<file path="src/vpme_defs.vh">
// Constants for the video pixel microcode engine
// What this block does
// RQ1: While drawing, fetch frame buffer pixel words into an internal shift register.
// RQ2: Take shift register bits into luminance Y and chroma A and B coefficients.
// RQ3: Bits taken and bits shifted out are set separately per step.
// RQ4: Each step encodes target coefficient, bits to take, bits to shift.
// RQ5: No-coefficient step changes no output; zero shift leaves register unchanged; the code can still raise underrun on a no-coefficient step.
// RQ6: Run exactly four steps per pixel, then no-ops until pixel width elapses.
// RQ7: Coefficients hold up to 8 bits luminance and 6 bits per chroma.
// RQ8: A and B are the modulator's two chroma axes, meaning set by burst phase.
// RQ9: Reload the shift register before a step needs more bits than remain; the code reloads once under 16 bits are left, in the step's own cycle.
`ifndef VPME_DEFS_VH
`define VPME_DEFS_VH
`define VPME_TGT_N 2'h0
`define VPME_TGT_Y 2'h1
`define VPME_TGT_A 2'h2
`define VPME_TGT_B 2'h3
`define VPME_STEP_TGT_LSB 8
`define VPME_STEP_TAKE_LSB 4
`define VPME_STEP_SHIFT_LSB 0
`define VPME_STEPS 4
`define VPME_Y_W 8
`define VPME_C_W 6
`define VPME_PIXW_RST 8'h04
`define VPME_Y_RST 8'h00
`define VPME_C_RST 6'h00
`endif

</file>
<file path="src/vpme_engine.v">
// Pixel microcode engine: shift register, four-step program, coefficient outputs
`timescale 1ns/10ps
`include "vpme_defs.vh"
module vpme_engine #(
   parameter WORD_W = 16,
   parameter FIFO_DEPTH = 8,
   parameter FIFO_AW = 3
) (
   input wire sys_clk,
   input wire nrst,
   input wire drawing,
   input wire [7:0] pixel_width,
   input wire [43:0] microcode,
   input wire [WORD_W-1:0] fb_data,
   input wire fb_valid,
   output wire fb_ready,
   output reg [`VPME_Y_W-1:0] coef_y,
   output reg [`VPME_C_W-1:0] coef_a,
   output reg [`VPME_C_W-1:0] coef_b,
   output reg pixel_strobe,
   output reg underrun
);
   // Microcode: four 11-bit steps, step 0 in bits 10:0; each is tgt[1:0] take[3:0] shift[3:0]
   localparam SR_W = 2 * WORD_W;
   localparam CW = 6;
   localparam ST_IDLE = 3'b001;
   localparam ST_STEP = 3'b010;
   localparam ST_NOP = 3'b100;

   reg [2:0] state_q;
   reg [1:0] step_q;
   reg [7:0] cyc_q;
   reg [SR_W-1:0] sr_q;
   reg [CW-1:0] avail_q;
   wire [WORD_W-1:0] w_data;
   wire w_valid;
   wire w_ready;
   reg [10:0] cur;
   reg [1:0] tgt;
   reg [3:0] take;
   reg [3:0] shn;
   reg [7:0] taken;
   reg need_load;
   reg [SR_W-1:0] sr_fill;
   reg [CW-1:0] av_fill;

   vpme_fifo #(
      .WIDTH(WORD_W),
      .DEPTH(FIFO_DEPTH),
      .AW(FIFO_AW)
   ) u_fifo (
      .sys_clk(sys_clk),
      .nrst(nrst),
      .in_data(fb_data),
      .in_valid(fb_valid),
      .in_ready(fb_ready),
      .out_data(w_data),
      .out_valid(w_valid),
      .out_ready(w_ready)
   );

   // Step decode and refill; bits are consumed from the MSB end
   always @* begin
      cur = microcode[11*step_q +: 11]; // [RQ4]
      tgt = cur[`VPME_STEP_TGT_LSB +: 2];
      take = cur[`VPME_STEP_TAKE_LSB +: 4];
      shn = cur[`VPME_STEP_SHIFT_LSB +: 4]; // [RQ3]
      // A take count above eight acts as eight
      taken = sr_q[SR_W-1 -: 8] >> ((take > 4'd8) ? 4'd0 : (4'd8 - take));
      // Refill when the current word may not cover the next step [RQ9]
      need_load = (avail_q < WORD_W[CW-1:0]) && w_valid && drawing;
      sr_fill = sr_q;
      av_fill = avail_q;
      if (need_load) begin
         sr_fill = sr_q | ({{WORD_W{1'b0}}, w_data} << (SR_W[CW-1:0] - WORD_W[CW-1:0] - avail_q));
         av_fill = avail_q + WORD_W[CW-1:0];
      end
   end
   assign w_ready = need_load; // [RQ1]

   always @(posedge sys_clk or negedge nrst) begin
      if (!nrst) begin
         state_q <= ST_IDLE;
         step_q <= 2'h0;
         cyc_q <= 8'h00;
         sr_q <= {SR_W{1'b0}};
         avail_q <= {CW{1'b0}};
         coef_y <= `VPME_Y_RST;
         coef_a <= `VPME_C_RST;
         coef_b <= `VPME_C_RST;
         pixel_strobe <= 1'b0;
         underrun <= 1'b0;
      end else begin
         pixel_strobe <= 1'b0;
         underrun <= 1'b0;
         sr_q <= sr_fill;
         avail_q <= av_fill;
         case (state_q)
            ST_IDLE: begin
               step_q <= 2'h0;
               cyc_q <= 8'h00;
               if (drawing) begin
                  state_q <= ST_STEP;
               end
            end
            ST_STEP: begin
               if (avail_q < {2'b00, take} || avail_q < {2'b00, shn}) begin
                  underrun <= 1'b1;
               end
               case (tgt) // [RQ2] [RQ8]
                  `VPME_TGT_Y: coef_y <= taken; // [RQ7]
                  `VPME_TGT_A: coef_a <= taken[`VPME_C_W-1:0];
                  `VPME_TGT_B: coef_b <= taken[`VPME_C_W-1:0];
                  default: begin
                  end // [RQ5]
               endcase
               if (shn != 4'h0) begin
                  sr_q <= sr_fill << shn; // [RQ5]
                  avail_q <= (av_fill > {2'b00, shn}) ? av_fill - {2'b00, shn} : {CW{1'b0}};
               end
               cyc_q <= cyc_q + 8'h01;
               step_q <= step_q + 2'h1;
               if (step_q == 2'd3) begin // [RQ6]
                  if (cyc_q + 8'h01 >= pixel_width) begin
                     pixel_strobe <= 1'b1;
                     cyc_q <= 8'h00;
                     state_q <= drawing ? ST_STEP : ST_IDLE;
                  end else begin
                     state_q <= ST_NOP;
                  end
               end
            end
            ST_NOP: begin
               cyc_q <= cyc_q + 8'h01;
               if (cyc_q + 8'h01 >= pixel_width) begin // [RQ6]
                  pixel_strobe <= 1'b1;
                  cyc_q <= 8'h00;
                  step_q <= 2'h0;
                  state_q <= drawing ? ST_STEP : ST_IDLE;
               end
            end
            default: state_q <= ST_IDLE;
         endcase
      end
   end
endmodule // vpme_engine

</file>
<file path="src/vpme_fifo.v">
// Word FIFO between frame buffer fetch and the microcode engine
`timescale 1ns/10ps
module vpme_fifo #(
   parameter WIDTH = 16,
   parameter DEPTH = 8,
   parameter AW = 3
) (
   input wire sys_clk,
   input wire nrst,
   input wire [WIDTH-1:0] in_data,
   input wire in_valid,
   output wire in_ready,
   output wire [WIDTH-1:0] out_data,
   output wire out_valid,
   input wire out_ready
);
   reg [WIDTH-1:0] mem_q [0:DEPTH-1];
   reg [AW-1:0] wp_q;
   reg [AW-1:0] rp_q;
   reg [AW:0] cnt_q;
   wire push;
   wire pop;
   assign in_ready = (cnt_q != DEPTH[AW:0]);
   assign out_valid = (cnt_q != {(AW+1){1'b0}});
   assign out_data = mem_q[rp_q];
   assign push = in_valid && in_ready;
   assign pop = out_valid && out_ready;
   always @(posedge sys_clk) begin
      if (push) begin
         mem_q[wp_q] <= in_data;
      end
   end
   always @(posedge sys_clk or negedge nrst) begin
      if (!nrst) begin
         wp_q <= {AW{1'b0}};
         rp_q <= {AW{1'b0}};
         cnt_q <= {(AW+1){1'b0}};
      end else begin
         if (push) begin
            wp_q <= (wp_q == DEPTH[AW-1:0] - 1'b1) ? {AW{1'b0}} : wp_q + 1'b1;
         end
         if (pop) begin
            rp_q <= (rp_q == DEPTH[AW-1:0] - 1'b1) ? {AW{1'b0}} : rp_q + 1'b1;
         end
         if (push && !pop) begin
            cnt_q <= cnt_q + 1'b1;
         end else if (pop && !push) begin
            cnt_q <= cnt_q - 1'b1;
         end
      end
   end
endmodule // vpme_fifo
</file>
<file path="config.mk">
export PLATFORM = sky130hd
export DESIGN_NAME = vpme_engine
export DESIGN_NICKNAME = d
export VERILOG_FILES = /design/src/vpme_engine.v /design/src/vpme_fifo.v
export VERILOG_INCLUDE_DIRS = /design/src
export SDC_FILE = /design/constraint.sdc
export NUM_CORES = 1
export LEC_CHECK = 0
export ABC_CLOCK_PERIOD_IN_PS = 4300
export BUFFER_PORTS_ARGS = -buffer_cell sky130_fd_sc_hd__buf_2
export CORE_ASPECT_RATIO = 0.75
export CORE_UTILIZATION = 35
export CTS_CLUSTER_SIZE = 40
export DETAILED_ROUTE_END_ITERATION = 10
export GPL_TIMING_DRIVEN = 0
export SYNTH_ARGS = -nofsm -noshare
export SYNTH_HDL_FRONTEND = slang
export SYNTH_SLANG_ARGS = --single-unit
</file>
<file path="constraint.sdc">
create_clock -name sys_clk -period 4.3 [get_ports sys_clk]
set_input_delay 1.075 -clock sys_clk [delete_from_list [all_inputs] [get_ports sys_clk]]
set_output_delay 1.075 -clock sys_clk [all_outputs]
set_load 0.01 [all_outputs]
</file>
Yosys cells after proc, flatten, opt, wreduce, memory -nomap -nowiden
Memory sizes are Yosys's and may differ from the RTL's.
Index checks and enable logic that the tools add are counted.
- register bits after elaboration: 83
- bits in latches: 0
- RAM bits: 128
- ROM bits: 0
- input port bits: 72
- output and inout bits: 23
- logic and storage cells: 97
- memories: 1
- add/subtract/negate cells: 10
- multipliers: 1
- divide/modulo/power cells: 0
- magnitude comparators: 6
- equality and inequality tests: 13
- shift-type cells: 4
- mux-type cells: 30
- bitwise gates (word level): 1
- reduce and logical (&&, ||, !) cells: 18
- memories (name ; words ; width ; read ports ; clocked after memory_dff ; wr ports ; RTL line ; RTL):
    u_fifo.mem_q ; 8 ; 16 ; 1 ; 0 ; 1 ; vpme_fifo.v:17 ; reg [WIDTH-1:0] mem_q [0:DEPTH-1];
- operators by type and width (cell ; count):
    2-to-1 mux 32 bit ; 3
    variable part select 44 x 7 -> 10 bit ; 1
    bitwise OR 32 bit ; 1
    left shift 16 x 6 -> 32 bit ; 1
    left shift 32 x 4 -> 32 bit ; 1
    2-to-1 mux 6 bit ; 4
    case mux 8 bit (3 select lines) ; 1
    2-to-1 mux 3 bit ; 6
    2-to-1 mux 8 bit ; 2
    < comparator 6 x 4 -> 1 bit ; 2
    2-to-1 mux 4 bit ; 3
    equality test 3 bit (second input constant) ; 3
    case mux 3 bit (3 select lines) ; 1
    adder 8 x 1 -> 8 bit (second input constant) ; 1
    greater-or-equal comparator 8 bit ; 1
    AND reduction 2 bit ; 4
    nonzero test 4 bit ; 2
    >> shifter 8 x 4 -> 8 bit ; 1
    adder 3 x 1 -> 3 bit (second input constant) ; 2
    adder 6 x 5 -> 6 bit (second input constant) ; 1
    equality test 2 bit (second input constant) ; 3
    greater-than comparator 6 x 4 -> 1 bit ; 1
    logical AND 1 bit ; 6
    < comparator 6 x 5 -> 1 bit (second input constant) ; 1
    22 further kinds ; 31

Longest topological paths before layout
- depth in word-level cells: 8
- depth in mapped cells: 18
- gate-level depth less buffers: 13

Hierarchy
A second synthesis with hierarchy kept.
- cell total of the unflattened synthesis: 1047
- area, all modules: 12562.0 um^2
- by module, submodules not included (module ; instances ; cells each ; area an instance (um^2) ; sequential area each (um^2)):
    vpme_engine ; 1 ; 798 ; 6967.9 ; 1828.0
    vpme_fifo ; 1 ; 249 ; 5594.1 ; 4093.9

Worst setup path after synthesis
OpenSTA, ideal clock, no wires.
- kind: input port to flip-flop
- start: input microcode[33]
- end: register avail_q[4]
- setup time: 0.135 ns
- arrival: 3.744 ns
- data required time: 4.165 ns
- setup slack: 0.420 ns
- stages on the path: 15
- path buffers: 3
- cells stage by stage: mux2i_1 -> nand2_1 -> o21ai_1 -> inv_1 -> buf_2 -> buf_2 -> clkbuf_1 -> ha_1 -> inv_1 -> fa_1 -> a21o_1 -> a21o_1 -> or2_2 -> a211oi_1 -> a21oi_1
- word-level cells in the longest chain between the ends: 5
- elaborated cells on any way between the ends: 7
- classes of those cells: add/sub: 1; order compare: 1; shift: 1; mux: 3; reduce/logical: 1
- ends and longest elaborated chain (element ; RTL line ; RTL):
    from (decl) ; vpme_engine.v:13 ; input wire [43:0] microcode,
    variable part select 44 x 7 -> 10 bit * ; vpme_engine.v:64 ; cur = microcode[11*step_q +: 11];
    subtractor 6 x 4 -> 6 bit / greater-than comparator 6 x 4 -> 1 bit (equally long branches) ; vpme_engine.v:119 ; avail_q <= (av_fill > {2'b00, shn}) ? av_fill - {2'b00, shn} : {CW{1'b0}};
    2-to-1 mux 6 bit ; vpme_engine.v:119 ;
    2-to-1 mux 6 bit * ; vpme_engine.v:117 ; if (shn != 4'h0) begin
    2-to-1 mux 6 bit * ; vpme_engine.v:98 ; case (state_q)
    to (signal assigned) ; vpme_engine.v:87 ; avail_q <= {CW{1'b0}};
    to (signal assigned) ; vpme_engine.v:97 ; avail_q <= av_fill;
    to (signal assigned) ; vpme_engine.v:119 ;
    to (decl) ; vpme_engine.v:34 ; reg [CW-1:0] avail_q;
Every way passes the cells marked *; elsewhere a longest branch is shown, timed or not.
A chain may end at the register's enable or synchronous reset.

Final worst setup path
- start: register u_fifo.rp_q[2]
- end: register sr_q[8]
- word-level cells in the longest chain between the ends: 7
- ends and longest elaborated chain (element ; RTL line ; RTL):
    from (decl) ; vpme_fifo.v:19 ; reg [AW-1:0] rp_q;
    from (signal assigned) ; vpme_fifo.v:36 ; rp_q <= {AW{1'b0}};
    from (signal assigned) ; vpme_fifo.v:43 ; rp_q <= (rp_q == DEPTH[AW-1:0] - 1'b1) ? {AW{1'b0}} : rp_q + 1'b1;
    memory (8 x 16 bit) * ; -- ;
    left shift 16 x 6 -> 32 bit * ; vpme_engine.v:75 ; sr_fill = sr_q | ({{WORD_W{1'b0}}, w_data} << (SR_W[CW-1:0] - WORD_W[CW-1:0] - avail_q));
    bitwise OR 32 bit * ; vpme_engine.v:75 ;
    2-to-1 mux 32 bit * ; vpme_engine.v:74 ; if (need_load) begin
    left shift 32 x 4 -> 32 bit ; vpme_engine.v:118 ; sr_q <= sr_fill << shn;
    2-to-1 mux 32 bit ; vpme_engine.v:117 ;
    2-to-1 mux 32 bit * ; vpme_engine.v:98 ;
    to (signal assigned) ; vpme_engine.v:86 ; sr_q <= {SR_W{1'b0}};
    to (signal assigned) ; vpme_engine.v:96 ; sr_q <= sr_fill;
    to (signal assigned) ; vpme_engine.v:118 ;
    to (decl) ; vpme_engine.v:33 ; reg [SR_W-1:0] sr_q;
Marks and branches as above.

==> run_results.csv <==
group,metric,value,unit
setup_path,path_class,"reg -> reg",
cts,hold_buffers,0,
power,switching_power,5910,uW
cts,h-tree-depth,1,
setup_path,crit_top_cell,"mux2i_1",
grt,grt_pass1_wl,60800,um
synthesis,seq_area_frac_synth,0.475,
setup_path,path_buf_inv,1,
flow_run,maxCapViolations,0,
power,p_int,6180,uW
cells_and_area,fillers,3340,
grt,track_usage,0.220,
grt,antenna_found_initial,2,
synthesis,ys_async_sr_fraction,0.393,
drt,num_vias,10800,
drt,drcViolationCount,0,
floorplanning,fp.dieArea,36400,um^2
placement,dp_cells,1752,
power,power_frac_comb,0.584,
cells_and_area,diodes,0,
placement,hpwlAfterDp,30300,um
timing,slew_violations,0,
cts,root_buffer,"clkbuf_16",
drt,drt-vias-per-instance,6.02,
floorplanning,coreArea,34900,um^2
floorplanning,rows,59,
synthesis,syn_nets,1296,
setup_path,endpoint_kind,"register",
setup_path,path_cells,"nor2_1 > buf_2 > a22oi_1 > nand3_1 > nand4_1 > a221oi_1 > mux2i_1 > mux2i_1 > mux2i_1 > a221oi_1 > a21oi_1",
synthesis,postSynthCellCount,1194,
setup_path,critPathArrivalTime,4.57,ns
cts,cts_made_buffers,24,
placement,portBuffers,90,
setup_path,cp_slowest_stage_delay,0.77,ns
synthesis,ys_ff_latch,211,
power,ir_drop,0.301,mV
timing,finalClockSkew,0.0312,ns
power,p_leak,0.00575,uW
timing,finalSetupViolations,0,
floorplanning,start_util,0.357,
grt,overflow,0,
outcome,run_status,"completed",
timing,max_freq,0.238,GHz
floorplanning,fp.dieW,220,um
floorplanning,io_pins,95,
setup_path,critPathLaunchType,"register",
synthesis,synth_edf_count,128,
cells_and_area,layout-drive-gt1-share,0.199,
drt,post_drt_wl_per_cell,22.5,um
synthesis,avgSynthCellArea,10.4,um^2
power,p_clk_frac,0.172,
grt,grt_max_degree,58,
timing,fin_crit_sh,0.978,
grt,grt_pass1_vias,9997,
power,power_frac_seq,0.245,
power,switching_share,0.489,
cells_and_area,fin_util,0.420,
timing,max-slew-margin-rel,0.312,
synthesis,synth_flop_cell,"edfxtp_1",
drt,wl,40500,um
timing,rsz0062_at_grt,"yes",
power,power.density,825,nW/um^2
setup_path,cp_slowest_cell,"a221oi_1",
setup_path,cp-startpoint,"u_fifo.rp_q[2]",
setup_path,critPathRequiredTime,4.66,ns
cells_and_area,instances_no_fill,1800,
drt,dr.pass1.iters,5,
timing,tightest_slew,1.03,ns
synthesis,synth.distinct_cells,86,
setup_path,critPathTopFamily,"compound AO/OA/AOI/OAI gates",
cells_and_area,area_delta_synth_final,17.5,%
drt,initialDrtViolationCount,1271,
cts,cts_tree,"yes",
placement,gp_congestion,0.969,
setup_path,path_max_fanout,10,
cts,clk_latency,0.54,ns
cts,cts.sinks,211,
timing,final_hold_viol_count,0,
synthesis,syn_area,12500,um^2
floorplanning,die_h,165,um
cells_and_area,num-nets-final,1427,
cts,cts_buffer_depth,3,
synthesis,synth_warnings,0,
setup_path,r2r-start,"u_fifo.rp_q[2]",
hold_path,hold_path_class,"in -> async",
drt,ant_nets,0,
cts,cts.clk_slew.worst_paths,0.06,ns
timing,post-route-min-period,4.20,ns
[cell usage in the layout (no fill, tap or decap), drive strengths merged, types with 6 or more instances in the layout]
cell    instances
nand3          96
ha             28
dfrtp          82
edfxtp        128
mux2i          99
o22ai          20
nand4          20
xnor2          11
buf           138
nor2b          10
a221oi         18
o31ai          21
nor3           24
inv            28
a41oi           9
a211oi         11
a32o           10
a21oi          50
mux4            8
nand2         112
mux2           16
nor2           76
nand2b         15
xor2            6
o21ai          58
o211ai         12
a31oi          16
a22oi          50
clkinv         11
a21o            9
clkbuf         68
[final timing paths]
kind	end	cells after the start	slack, ns
worst min-delay path	coef_a[3]	1	0.46
worst min register to register	coef_b[0]	2	0.48
min in group sys_clk	coef_b[0]	2	0.48
worst max-delay path	sr_q[8]	11	0.1
max in group asynchronous	state_q[0]	2	3.15
worst max register to register	sr_q[8]	11	0.1
[final cells by class]
type | instances | area (um^2) | area share
multi-input combinational | 881 | 6230 | 0.425
sequential | 211 | 5920 | 0.404
timing repair buffer | 106 | 647 | 0.0441
clock buffer | 28 | 637 | 0.0435
tap | 457 | 572 | 0.0390
buffer | 72 | 374 | 0.0255
clock inverter | 16 | 161 | 0.0110
inverter | 29 | 109 | 0.00743
[sequential cells by signal (all words and copies together) (netlist names), 2 cells and up]
signal        count
coef_a            6
u_fifo.cnt_q      4
sr_q             32
u_fifo.rp_q       3
avail_q           6
u_fifo.wp_q       3
step_q            2
coef_y            8
cyc_q             8
state_q           3
coef_b            6
u_fifo.mem_q    128
[metrics by stage]
| step | area (um^2) | hold WS (ns) | worst slack (ns) | setup TNS, ns | total power, uW |
|---|---|---|---|---|---|
| finish | 14700 | 0.464 | 0.0965 | 0 | 12100 |
| global route | 14700 | 0.490 | -0.0263 | -0.0519 | 12700 |
| CTS | 14500 | 0.464 | 0.00806 | 0 | 11700 |
| detailed placement | 13700 | 0.471 | -0.480 | -5.52 | 9550 |
| global placement | 13500 | 0.466 | -0.704 | -17.99 | 9500 |
| floorplan | 12500 | 0.470 | 0.420 | 0 | 7390 |
[cell families after synthesis]
group	Yosys count	synth area share
AO/OA/AOI/OAI	326	0.187
XOR/XNOR	17	0.0125
adder cells (fa/ha/maj)	30	0.0313
buffers and inverters	102	0.0381
flip-flops	211	0.475
multiplexers	123	0.109
AND/OR/NAND/NOR	385	0.148
[power groups by stage]
stage	Combinational [uW]	Sequential (uW)	Clock, uW
6_report	7060	2960	2080
5_1_grt	7530	3010	2190
4_1_cts	6600	2960	2120
3_5_place_dp	6560	2990	0
3_3_place_gp	6510	2990	0
2_1_floorplan	4450	2940	0
[worst reg2reg max path, stage by stage, from the launching register on]
cell	delay (ns)
dfrtp_1	0.45
nor2_1	0.50
buf_2	0.39
a22oi_1	0.22
nand3_1	0.15
nand4_1	0.43
a221oi_1	0.77
mux2i_1	0.28
mux2i_1	0.25
mux2i_1	0.15
a221oi_1	0.36
a21oi_1	0.08
[metal layers]
metal  GRT usage  share of wire
met2       0.311           0.42
met4      0.0498          0.022
met1       0.327           0.46
met5           0         0.0022
met3      0.0656           0.10
[cells in the mapped netlist, drive strengths merged, types with 12 or more instances]
| library cell | n | area (um^2) |
|---|---|---|
| a21oi | 50 | 254 |
| a221oi | 18 | 189 |
| a22oi | 50 | 380 |
| a31oi | 16 | 106 |
| buf | 34 | 220 |
| clkbuf | 39 | 146 |
| dfrtp | 82 | 2050 |
| edfxtp | 128 | 3840 |
| ha | 28 | 350 |
| inv | 26 | 97.6 |
| mux2 | 16 | 184 |
| mux2i | 99 | 991 |
| nand2 | 112 | 433 |
| nand2b | 15 | 93.8 |
| nand3 | 96 | 485 |
| nand4 | 20 | 131 |
| nor2 | 76 | 298 |
| nor3 | 24 | 125 |
| o211ai | 12 | 100 |
| o21ai | 58 | 290 |
| o22ai | 20 | 125 |
| o31ai | 21 | 163 |
[timing repair]
action,in CTS,in global routing
buffers inserted,0,5
pin swaps,0,4
cloned,0,0
setup endpoints to repair,22,35
resized for setup,5,37
Power figures use the tool's default switching activity.
